**src/asbl_pkg.sv**
```systemverilog
// package: constants and carrier types for the asynchronous sram host controller
package asbl_pkg;

  // ***************************************************************
  // widths
  // ***************************************************************
  localparam int ASBL_ADDR_W = 18;
  localparam int ASBL_DATA_W = 16;
  localparam int ASBL_SYNC_STAGES = 3;

  // ***************************************************************
  // timing: figures in their own unit, then cycle counts at 100 mhz
  // ***************************************************************
  localparam int ASBL_CLK_PERIOD_PS = 10000;
  localparam int ASBL_SUPPLY_SETTLE_WAIT_US = 100;
  localparam int ASBL_ADDRESS_ACCESS_DELAY_NS = 10;
  localparam int ASBL_READ_CYCLE_MIN_NS = 10;
  localparam int ASBL_WRITE_CYCLE_MIN_NS = 10;
  localparam int ASBL_ADDRESS_TO_WRITE_END_NS = 7;
  localparam int ASBL_STROBE_TO_FLOAT_DELAY_NS = 5;
  localparam int ASBL_DATA_SETUP_TO_END_NS = 5;
  localparam int ASBL_READ_DATA_HOLD_NS = 3;
  localparam int ASBL_STANDBY_ENTRY_NS = 10;
  // one extra cycle of margin for pad and board skew on the read, access, write overlap, write and turnaround counts; none on the setup span or supply wait
  localparam int ASBL_MARGIN_CYC = 1;

  function automatic int asbl_min_cyc(input int ns);
    int c;
    c = (ns * 1000 + ASBL_CLK_PERIOD_PS - 1) / ASBL_CLK_PERIOD_PS;
    return (c < 1) ? 1 : c;
  endfunction : asbl_min_cyc

  localparam int ASBL_SUPPLY_SETTLE_CYC =
    (ASBL_SUPPLY_SETTLE_WAIT_US * 1000000 + ASBL_CLK_PERIOD_PS - 1) / ASBL_CLK_PERIOD_PS;
  localparam int ASBL_READ_CYC = asbl_min_cyc(ASBL_READ_CYCLE_MIN_NS) + ASBL_MARGIN_CYC;
  localparam int ASBL_ACCESS_CYC =
    asbl_min_cyc(ASBL_ADDRESS_ACCESS_DELAY_NS) + ASBL_MARGIN_CYC;
  localparam int ASBL_WRITE_OVL_CYC =
    asbl_min_cyc(ASBL_ADDRESS_TO_WRITE_END_NS) + ASBL_MARGIN_CYC;
  localparam int ASBL_WRITE_CYC = asbl_min_cyc(ASBL_WRITE_CYCLE_MIN_NS) + ASBL_MARGIN_CYC;
  localparam int ASBL_TURN_CYC =
    asbl_min_cyc(ASBL_STROBE_TO_FLOAT_DELAY_NS + ASBL_DATA_SETUP_TO_END_NS) + ASBL_MARGIN_CYC;
  localparam int ASBL_SETUP_CYC = asbl_min_cyc(ASBL_DATA_SETUP_TO_END_NS);
  localparam int ASBL_CNT_W = 8;
  localparam logic [ASBL_CNT_W-1:0] ASBL_CNT_ZERO = 8'h00;

  // ***************************************************************
  // carriers
  // ***************************************************************
  typedef struct packed {
    logic valid;
    logic write;
    logic [ASBL_ADDR_W-1:0] addr;
    logic [ASBL_DATA_W-1:0] wdata;
    logic [1:0] lane_n;
  } asbl_req_t;

  typedef struct packed {
    logic chip_sel_n;
    logic out_drive_n;
    logic write_n;
    logic low_byte_lane_n;
    logic high_byte_lane_n;
    logic [ASBL_ADDR_W-1:0] addr;
    logic [ASBL_DATA_W-1:0] dq_out;
    logic [ASBL_DATA_W-1:0] dq_oe;
  } asbl_pins_t;

  typedef enum {
    ASBL_ST_POWER,
    ASBL_ST_IDLE,
    ASBL_ST_READ,
    ASBL_ST_WR_SETUP,
    ASBL_ST_WR_STROBE,
    ASBL_ST_WR_RECOVER
  } asbl_state_t;

endpackage : asbl_pkg

```
**src/asbl_sync.sv**
```systemverilog
// file: three-stage synchroniser for a WIDTH-bit pin input
`timescale 1ns/10ps
module asbl_sync
  import asbl_pkg::*;
#(
  parameter int WIDTH = 1
) (
  input wire logic clk_i,
  input wire logic reset_n_i,
  input wire logic [WIDTH-1:0] async_i,
  output logic [WIDTH-1:0] sync_o
);

  // ***************************************************************
  // state
  // ***************************************************************
  typedef struct packed {
    logic [WIDTH-1:0] s1;
    logic [WIDTH-1:0] s2;
    logic [WIDTH-1:0] s3;
    logic [WIDTH-1:0] out;
  } asbl_sync_state_t;

  asbl_sync_state_t st_reg;
  asbl_sync_state_t st_next;

  always_comb begin
    st_next = st_reg;
    st_next.s1 = async_i;
    st_next.s2 = st_reg.s1;
    st_next.s3 = st_reg.s2;
    // a bit counts once second and third stages agree
    for (int i = 0; i < WIDTH; i++) begin
      if (st_reg.s2[i] == st_reg.s3[i]) begin
        st_next.out[i] = st_reg.s3[i];
      end
    end
  end

  always_ff @(posedge clk_i) begin
    if (!reset_n_i) begin
      st_reg <= '0;
    end else begin
      st_reg <= st_next;
    end
  end

  assign sync_o = st_reg.out;

endmodule : asbl_sync

```
**src/asbl_host.sv**
```systemverilog
// file: host controller that drives an asynchronous 16-bit byte-lane sram
// ***************************************************************
// ***************************************************************
`timescale 1ns/10ps
module asbl_host
  import asbl_pkg::*;
#(
  parameter int SUPPLY_SETTLE_CYC = ASBL_SUPPLY_SETTLE_CYC
) (
  input wire logic clk_i,
  input wire logic reset_n_i,
  input wire asbl_req_t req_i,
  output logic req_ready_o,
  output logic rsp_valid_o,
  output logic [ASBL_DATA_W-1:0] rsp_rdata_o,
  output logic busy_o,
  output asbl_pins_t pins_o,
  input wire logic [ASBL_DATA_W-1:0] dq_i
);

  // ***************************************************************
  // state
  // ***************************************************************
  typedef struct packed {
    asbl_state_t fsm;
    logic [16:0] power_cnt;
    logic [ASBL_CNT_W-1:0] cnt;
    asbl_pins_t pins;
    logic rsp_valid;
    logic [ASBL_DATA_W-1:0] rdata;
  } asbl_host_state_t;

  asbl_host_state_t st_reg;
  asbl_host_state_t st_next;
  logic [ASBL_DATA_W-1:0] dq_sync;

  asbl_sync #(
    .WIDTH(ASBL_DATA_W)
  ) u_dq_sync (
    .clk_i(clk_i),
    .reset_n_i(reset_n_i),
    .async_i(dq_i),
    .sync_o(dq_sync)
  );

  // ***************************************************************
  // sequencing
  // ***************************************************************
  always_comb begin
    st_next = st_reg;
    st_next.rsp_valid = 1'b0;
    case (st_reg.fsm)
      ASBL_ST_POWER: begin
        st_next.pins.chip_sel_n = 1'b1;
        if (st_reg.power_cnt >= 17'(SUPPLY_SETTLE_CYC - 1)) begin
          st_next.fsm = ASBL_ST_IDLE;
        end else begin
          st_next.power_cnt = st_reg.power_cnt + 17'h00001;
        end
      end
      ASBL_ST_IDLE: begin
        st_next.pins.chip_sel_n = 1'b1;
        st_next.pins.out_drive_n = 1'b1;
        st_next.pins.write_n = 1'b1;
        st_next.pins.low_byte_lane_n = 1'b1;
        st_next.pins.high_byte_lane_n = 1'b1;
        st_next.pins.dq_oe = '0;
        if (req_i.valid) begin
          // address goes out with chip select falling
          st_next.pins.addr = req_i.addr;
          st_next.pins.low_byte_lane_n = req_i.lane_n[0];
          st_next.pins.high_byte_lane_n = req_i.lane_n[1];
          st_next.cnt = ASBL_CNT_ZERO;
          if (req_i.write) begin
            // strobe follows data by a setup span; output drive stays high
            st_next.pins.chip_sel_n = 1'b0;
            st_next.pins.dq_out = req_i.wdata;
            st_next.pins.dq_oe = {{8{~req_i.lane_n[1]}}, {8{~req_i.lane_n[0]}}};
            st_next.fsm = ASBL_ST_WR_SETUP;
          end else begin
            st_next.pins.chip_sel_n = 1'b0;
            st_next.pins.out_drive_n = 1'b0;
            st_next.pins.write_n = 1'b1;
            st_next.fsm = ASBL_ST_READ;
          end
        end
      end
      ASBL_ST_READ: begin
        st_next.cnt = st_reg.cnt + 8'h01;
        // sample after access delay plus synchroniser latency
        if (st_reg.cnt == 8'(ASBL_ACCESS_CYC + ASBL_SYNC_STAGES)) begin
          st_next.rdata = dq_sync;
          st_next.rsp_valid = 1'b1;
          st_next.pins.chip_sel_n = 1'b1;
          st_next.pins.out_drive_n = 1'b1;
          st_next.pins.low_byte_lane_n = 1'b1;
          st_next.pins.high_byte_lane_n = 1'b1;
          st_next.fsm = ASBL_ST_IDLE;
        end
      end
      ASBL_ST_WR_SETUP: begin
        st_next.cnt = st_reg.cnt + 8'h01;
        if (st_reg.cnt == 8'(ASBL_SETUP_CYC - 1)) begin
          st_next.pins.write_n = 1'b0;
          st_next.cnt = ASBL_CNT_ZERO;
          st_next.fsm = ASBL_ST_WR_STROBE;
        end
      end
      ASBL_ST_WR_STROBE: begin
        st_next.cnt = st_reg.cnt + 8'h01;
        // overlap covers 7 ns and turnaround plus setup
        if (st_reg.cnt == 8'(((ASBL_WRITE_OVL_CYC > ASBL_TURN_CYC) ?
            ASBL_WRITE_OVL_CYC : ASBL_TURN_CYC) - 1)) begin
          st_next.pins.write_n = 1'b1;
          st_next.cnt = ASBL_CNT_ZERO;
          st_next.fsm = ASBL_ST_WR_RECOVER;
        end
      end
      ASBL_ST_WR_RECOVER: begin
        // data and address held one cycle past the terminating edge
        st_next.pins.chip_sel_n = 1'b1;
        st_next.pins.low_byte_lane_n = 1'b1;
        st_next.pins.high_byte_lane_n = 1'b1;
        st_next.pins.dq_oe = '0;
        st_next.fsm = ASBL_ST_IDLE;
      end
      default: begin
        st_next.fsm = ASBL_ST_IDLE;
      end
    endcase
  end

  always_ff @(posedge clk_i) begin
    if (!reset_n_i) begin
      st_reg.fsm <= ASBL_ST_POWER;
      st_reg.power_cnt <= 17'h00000;
      st_reg.cnt <= ASBL_CNT_ZERO;
      st_reg.pins <= '{chip_sel_n: 1'b1, out_drive_n: 1'b1, write_n: 1'b1,
                       low_byte_lane_n: 1'b1, high_byte_lane_n: 1'b1,
                       addr: '0, dq_out: '0, dq_oe: '0};
      st_reg.rsp_valid <= 1'b0;
      st_reg.rdata <= '0;
    end else begin
      st_reg <= st_next;
    end
  end

  // ***************************************************************
  // outputs
  // ***************************************************************
  assign req_ready_o = (st_reg.fsm == ASBL_ST_IDLE);
  assign busy_o = (st_reg.fsm != ASBL_ST_IDLE);
  assign rsp_valid_o = st_reg.rsp_valid;
  assign rsp_rdata_o = st_reg.rdata;
  assign pins_o = st_reg.pins;

endmodule : asbl_host

```
**config.mk**
```make
export PLATFORM = sky130hd
export DESIGN_NAME = asbl_host
export DESIGN_NICKNAME = d
export VERILOG_FILES = /design/src/asbl_pkg.sv /design/src/asbl_sync.sv /design/src/asbl_host.sv
export SDC_FILE = /design/constraint.sdc
export NUM_CORES = 1
export LEC_CHECK = 0
export ABC_AREA = 1
export ABC_CLOCK_PERIOD_IN_PS = 1600
export BUFFER_PORTS_ARGS = -buffer_cell sky130_fd_sc_hd__buf_2
export CORE_ASPECT_RATIO = 0.9
export CORE_MARGIN = 2
export CORE_UTILIZATION = 46
export DETAILED_ROUTE_END_ITERATION = 8
export GPL_ROUTABILITY_DRIVEN = 0
export HOLD_SLACK_MARGIN = 0.02
export PLACE_DENSITY = 0.82
export SLEW_MARGIN = 10
export SYNTH_ARGS = -nofsm -noshare
export SYNTH_HDL_FRONTEND = slang
export SYNTH_HIERARCHICAL = 1
export SYNTH_SLANG_ARGS = --single-unit
```
**constraint.sdc**
```tcl
create_clock -name clk_i -period 1.6 [get_ports clk_i]
set_input_delay 0.08 -clock clk_i [delete_from_list [all_inputs] [get_ports clk_i]]
set_output_delay 0.08 -clock clk_i [all_outputs]
set_load 0.05 [all_outputs]
```
==> impl_metrics.tcl <==
set metrics [dict create \
    syn_area_um2 6400 \
    synthToLayoutAreaGrowth_pct 25.9 \
    ctsRootBufferMaster "sky130_fd_sc_hd__clkbuf_16" \
    worst_slew_margin_rel_pct 38.7 \
    violations_in_the_final_reports "negative setup slack" \
    critical_path.startpoint_type "flop" \
    route.final.wire_length_um 15800 \
    tightest_slew_ns 0.918 \
    placementRows 40 \
    timing.clock.skew_ns 0.0127 \
    p_clk_share_pct 31.6 \
    required_ns 1.86 \
    synth_common_cells "sky130_fd_sc_hd__dfxtp_1 (150), sky130_fd_sc_hd__nor2_1 (144), sky130_fd_sc_hd__nand2_1 (134)" \
    die_height_um 116 \
    layout.cell_area.non_filler_um2 8060 \
    grt_antenna_before_repair 0 \
    cellLeakagePower_nw 3.94 \
    report.final.hold_viol_count 0 \
    yosys_warnings 6 \
    synth-async-reset-ratio_pct 0 \
    sequentialPowerShare_pct 34.1 \
    place_area_um2 6610 \
    synth_cell_type_count 32 \
    drv_cap 0 \
    criticalPathCategory "flop to flop" \
    synth_cells 827 \
    most_area_hungry_cell_type_in_the_yosys_netlist "sky130_fd_sc_hd__dfxtp_1" \
    first_global_vias 5035 \
    number_of_flip_flops_under_the_largest_register_name 41 \
    firstDrtPassIters 5 \
    drv_slew 0 \
    clock_buffer_count_from_cts 17 \
    cp-end-kind "flop" \
    yosysTopAreaCellShare_pct 46.9 \
    design.final.nets 1002 \
    floorplan.initialDensity_pct 47.5 \
    port_buffers 129 \
    fin_ws_ns -0.104 \
    largest_cells_by_area_after_synthesis "sky130_fd_sc_hd__dfxtp_1 (47%), sky130_fd_sc_hd__buf_4 (11%), sky130_fd_sc_hd__nor2_1 (8.4%)" \
    arrival_ns 1.96 \
    clkTransAtPathRegs_ns 0.07 \
    synth_enable_flop_cells 0 \
    netSwitchingPower_w 0.00465 \
    post-route-period-util_pct 106 \
    die_area_um2 14900 \
    synth.avg_cell_area_um2 7.74 \
    cts.sink_count 150 \
    synth.most_common_cell "sky130_fd_sc_hd__dfxtp_1" \
    cts_tree "yes" \
    wire_per_inst_um 14.1 \
    post-route-drc-count 0 \
    core_um2 13500 \
    pin_count_of_the_biggest_net_entering_global_routing 130 \
    internal_power_w 0.00799 \
    status "finished, violations left" \
    globalRoute.totalOverflow 0 \
    die_width_um 128 \
    globalRouteTotalUtil_pct 19.5 \
    detail-route-antenna-nets 0 \
    via_count 5561 \
    powerDensity_nw_per_um2 1570 \
    synth-main-ff-cell "sky130_fd_sc_hd__dfxtp_1" \
    dr.first_iter.drc_count 392 \
    synth_fp_nets 887 \
    yosys_register_bits 150 \
    p_sw_share_pct 36.8 \
    final-setup-viol-count 16 \
    antenna_cells 0 \
    grt_setup_unrepaired "yes" \
    max_clock_freq_mhz 587 \
    detailedPlacementHpwl_um 8660 \
    dp.cells 1031 \
    hold_path_class "primary input to flop" \
    via_per_inst 4.96 \
    seq_area_frac_synth_pct 46.9 \
    drive_above_1_share_pct 28.8 \
    grt_pass1_wl_um 23100 \
    period_minus_slack_ns 1.70 \
    power.share.combinational_pct 34.3 \
    finalNonFillerCells 1122 \
    layout.filler_cells 1083 \
    worst_skew_pair.late_latency_ns 0.42 \
    number_of_primary_i_o_pins 130 \
    clock_tree.buffer_depth 2 \
    cts_htree_levels 4 \
    vdd_ir_drop_max_mv 0.842 \
    timing.critical_path.fanout_max 4 \
]
[path summary, 6_finish.rpt]
check                                   start                                to  slack [ns]  depth (start not counted)
max                   st_reg[88]$_SDFFE_PN0P_           st_reg[85]$_SDFFE_PN0P_       -0.10                         10
min                                 req_i[37]           pins_o[54]$_SDFFE_PN1P_        0.12                          4
max reg2reg           st_reg[88]$_SDFFE_PN0P_           st_reg[85]$_SDFFE_PN0P_       -0.10                         10
min reg2reg  u_dq_sync/st_next[40]$_SDFF_PN0_  u_dq_sync/st_next[24]$_SDFF_PN0_        0.41                          2
[cell usage in the layout, fill, tap and decap left out, types with 7 or more instances in the layout]
cell type and instances:
sky130_fd_sc_hd__a21oi_1 29, sky130_fd_sc_hd__clkbuf_16 19, sky130_fd_sc_hd__nor2_1 137, sky130_fd_sc_hd__o21ai_0 57, sky130_fd_sc_hd__nand3_1 25, sky130_fd_sc_hd__buf_2 127
sky130_fd_sc_hd__nand2_1 120, sky130_fd_sc_hd__nor2_2 15, sky130_fd_sc_hd__xor2_1 8, sky130_fd_sc_hd__a21oi_2 10, sky130_fd_sc_hd__dfxtp_1 141, sky130_fd_sc_hd__dfxtp_2 9
sky130_fd_sc_hd__inv_1 83, sky130_fd_sc_hd__nor2_4 9, sky130_fd_sc_hd__dlygate4sd3_1 53, sky130_fd_sc_hd__buf_4 19, sky130_fd_sc_hd__o21ai_2 15, sky130_fd_sc_hd__nand2_4 7
sky130_fd_sc_hd__nand2_2 12
[cells by family after synthesis]
group,count (synthesis),share of synthesized area [%]
and+or+nand+nor,339,22.1
buffers and inverters,205,18.5
DFF,150,46.9
AOI/OAI and AO/OA,120,10.5
xor gates and xnor gates,9,1.23
adders and majority gates,4,0.782
[power groups by stage]
stage          sequential, W  combinational (W)  clock [W]
3_3_place_gp         0.00431            0.00312          0
6_report             0.00431            0.00434    0.00399
2_1_floorplan        0.00433            0.00277          0
3_5_place_dp         0.00432            0.00319          0
5_1_grt              0.00433            0.00461    0.00423
4_1_cts              0.00425            0.00343    0.00400
[critical path, cell delays in order (launching register included)]
cell	delay [ns]
sky130_fd_sc_hd__dfxtp_1	0.35
sky130_fd_sc_hd__nand2_1	0.10
sky130_fd_sc_hd__inv_1	0.07
sky130_fd_sc_hd__nand2_1	0.06
sky130_fd_sc_hd__nor2_2	0.14
sky130_fd_sc_hd__nand3_1	0.16
sky130_fd_sc_hd__nand3_4	0.16
sky130_fd_sc_hd__clkinvlp_4	0.17
sky130_fd_sc_hd__buf_6	0.16
sky130_fd_sc_hd__nand2_1	0.07
sky130_fd_sc_hd__a21oi_1	0.08
[layout make-up]
class | count | area (µm²) | area share (%)
Clock inverter | 10 | 119 | 1.48
Timing Repair Buffer | 208 | 1460 | 18.2
Clock buffer | 21 | 470 | 5.84
Tap cell | 168 | 210 | 2.61
Multi-Input combinational cell | 473 | 2420 | 30.0
Inverter | 92 | 360 | 4.47
Sequential cell | 150 | 3010 | 37.4
[through the flow]
stage                     total power, W  setup TNS (ns)  hold slack (ns)  util, %  setup slack (ns)
after floorplan                  0.00710               0            0.178        -           0.00155
after global placement           0.00743               0            0.260     49.1            0.0743
after detailed placement         0.00751         -0.0685            0.263     49.1           -0.0191
after CTS                         0.0117        -0.00392           0.0353     57.6          -0.00392
after global routing              0.0132           -2.72            0.112     59.8            -0.190
final                             0.0126           -1.17            0.115     59.8            -0.104
[routing by layer]
| layer | share of wire (%) | GRT usage (%) | vias to the layer above |
|---|---|---|---|
| li1 | - | - | 2717 |
| met4 | 5.4 | 10.2 | 0 |
| met1 | 39 | 21.8 | 2526 |
| met5 | 0 | 0 | - |
| met3 | 6.2 | 5.86 | 81 |
| met2 | 49 | 33.8 | 237 |
[repair_timing]
item	4_1_cts	5_1_grt
gates cloned	0	3
hold buffers	53	0
resized for setup	5	70
setup buffers	2	2
pin swaps	0	6
hold endpoints to repair	54	0
endpoints found under the setup margin	24	54
No activity file was read; power rests on OpenSTA's default activity.
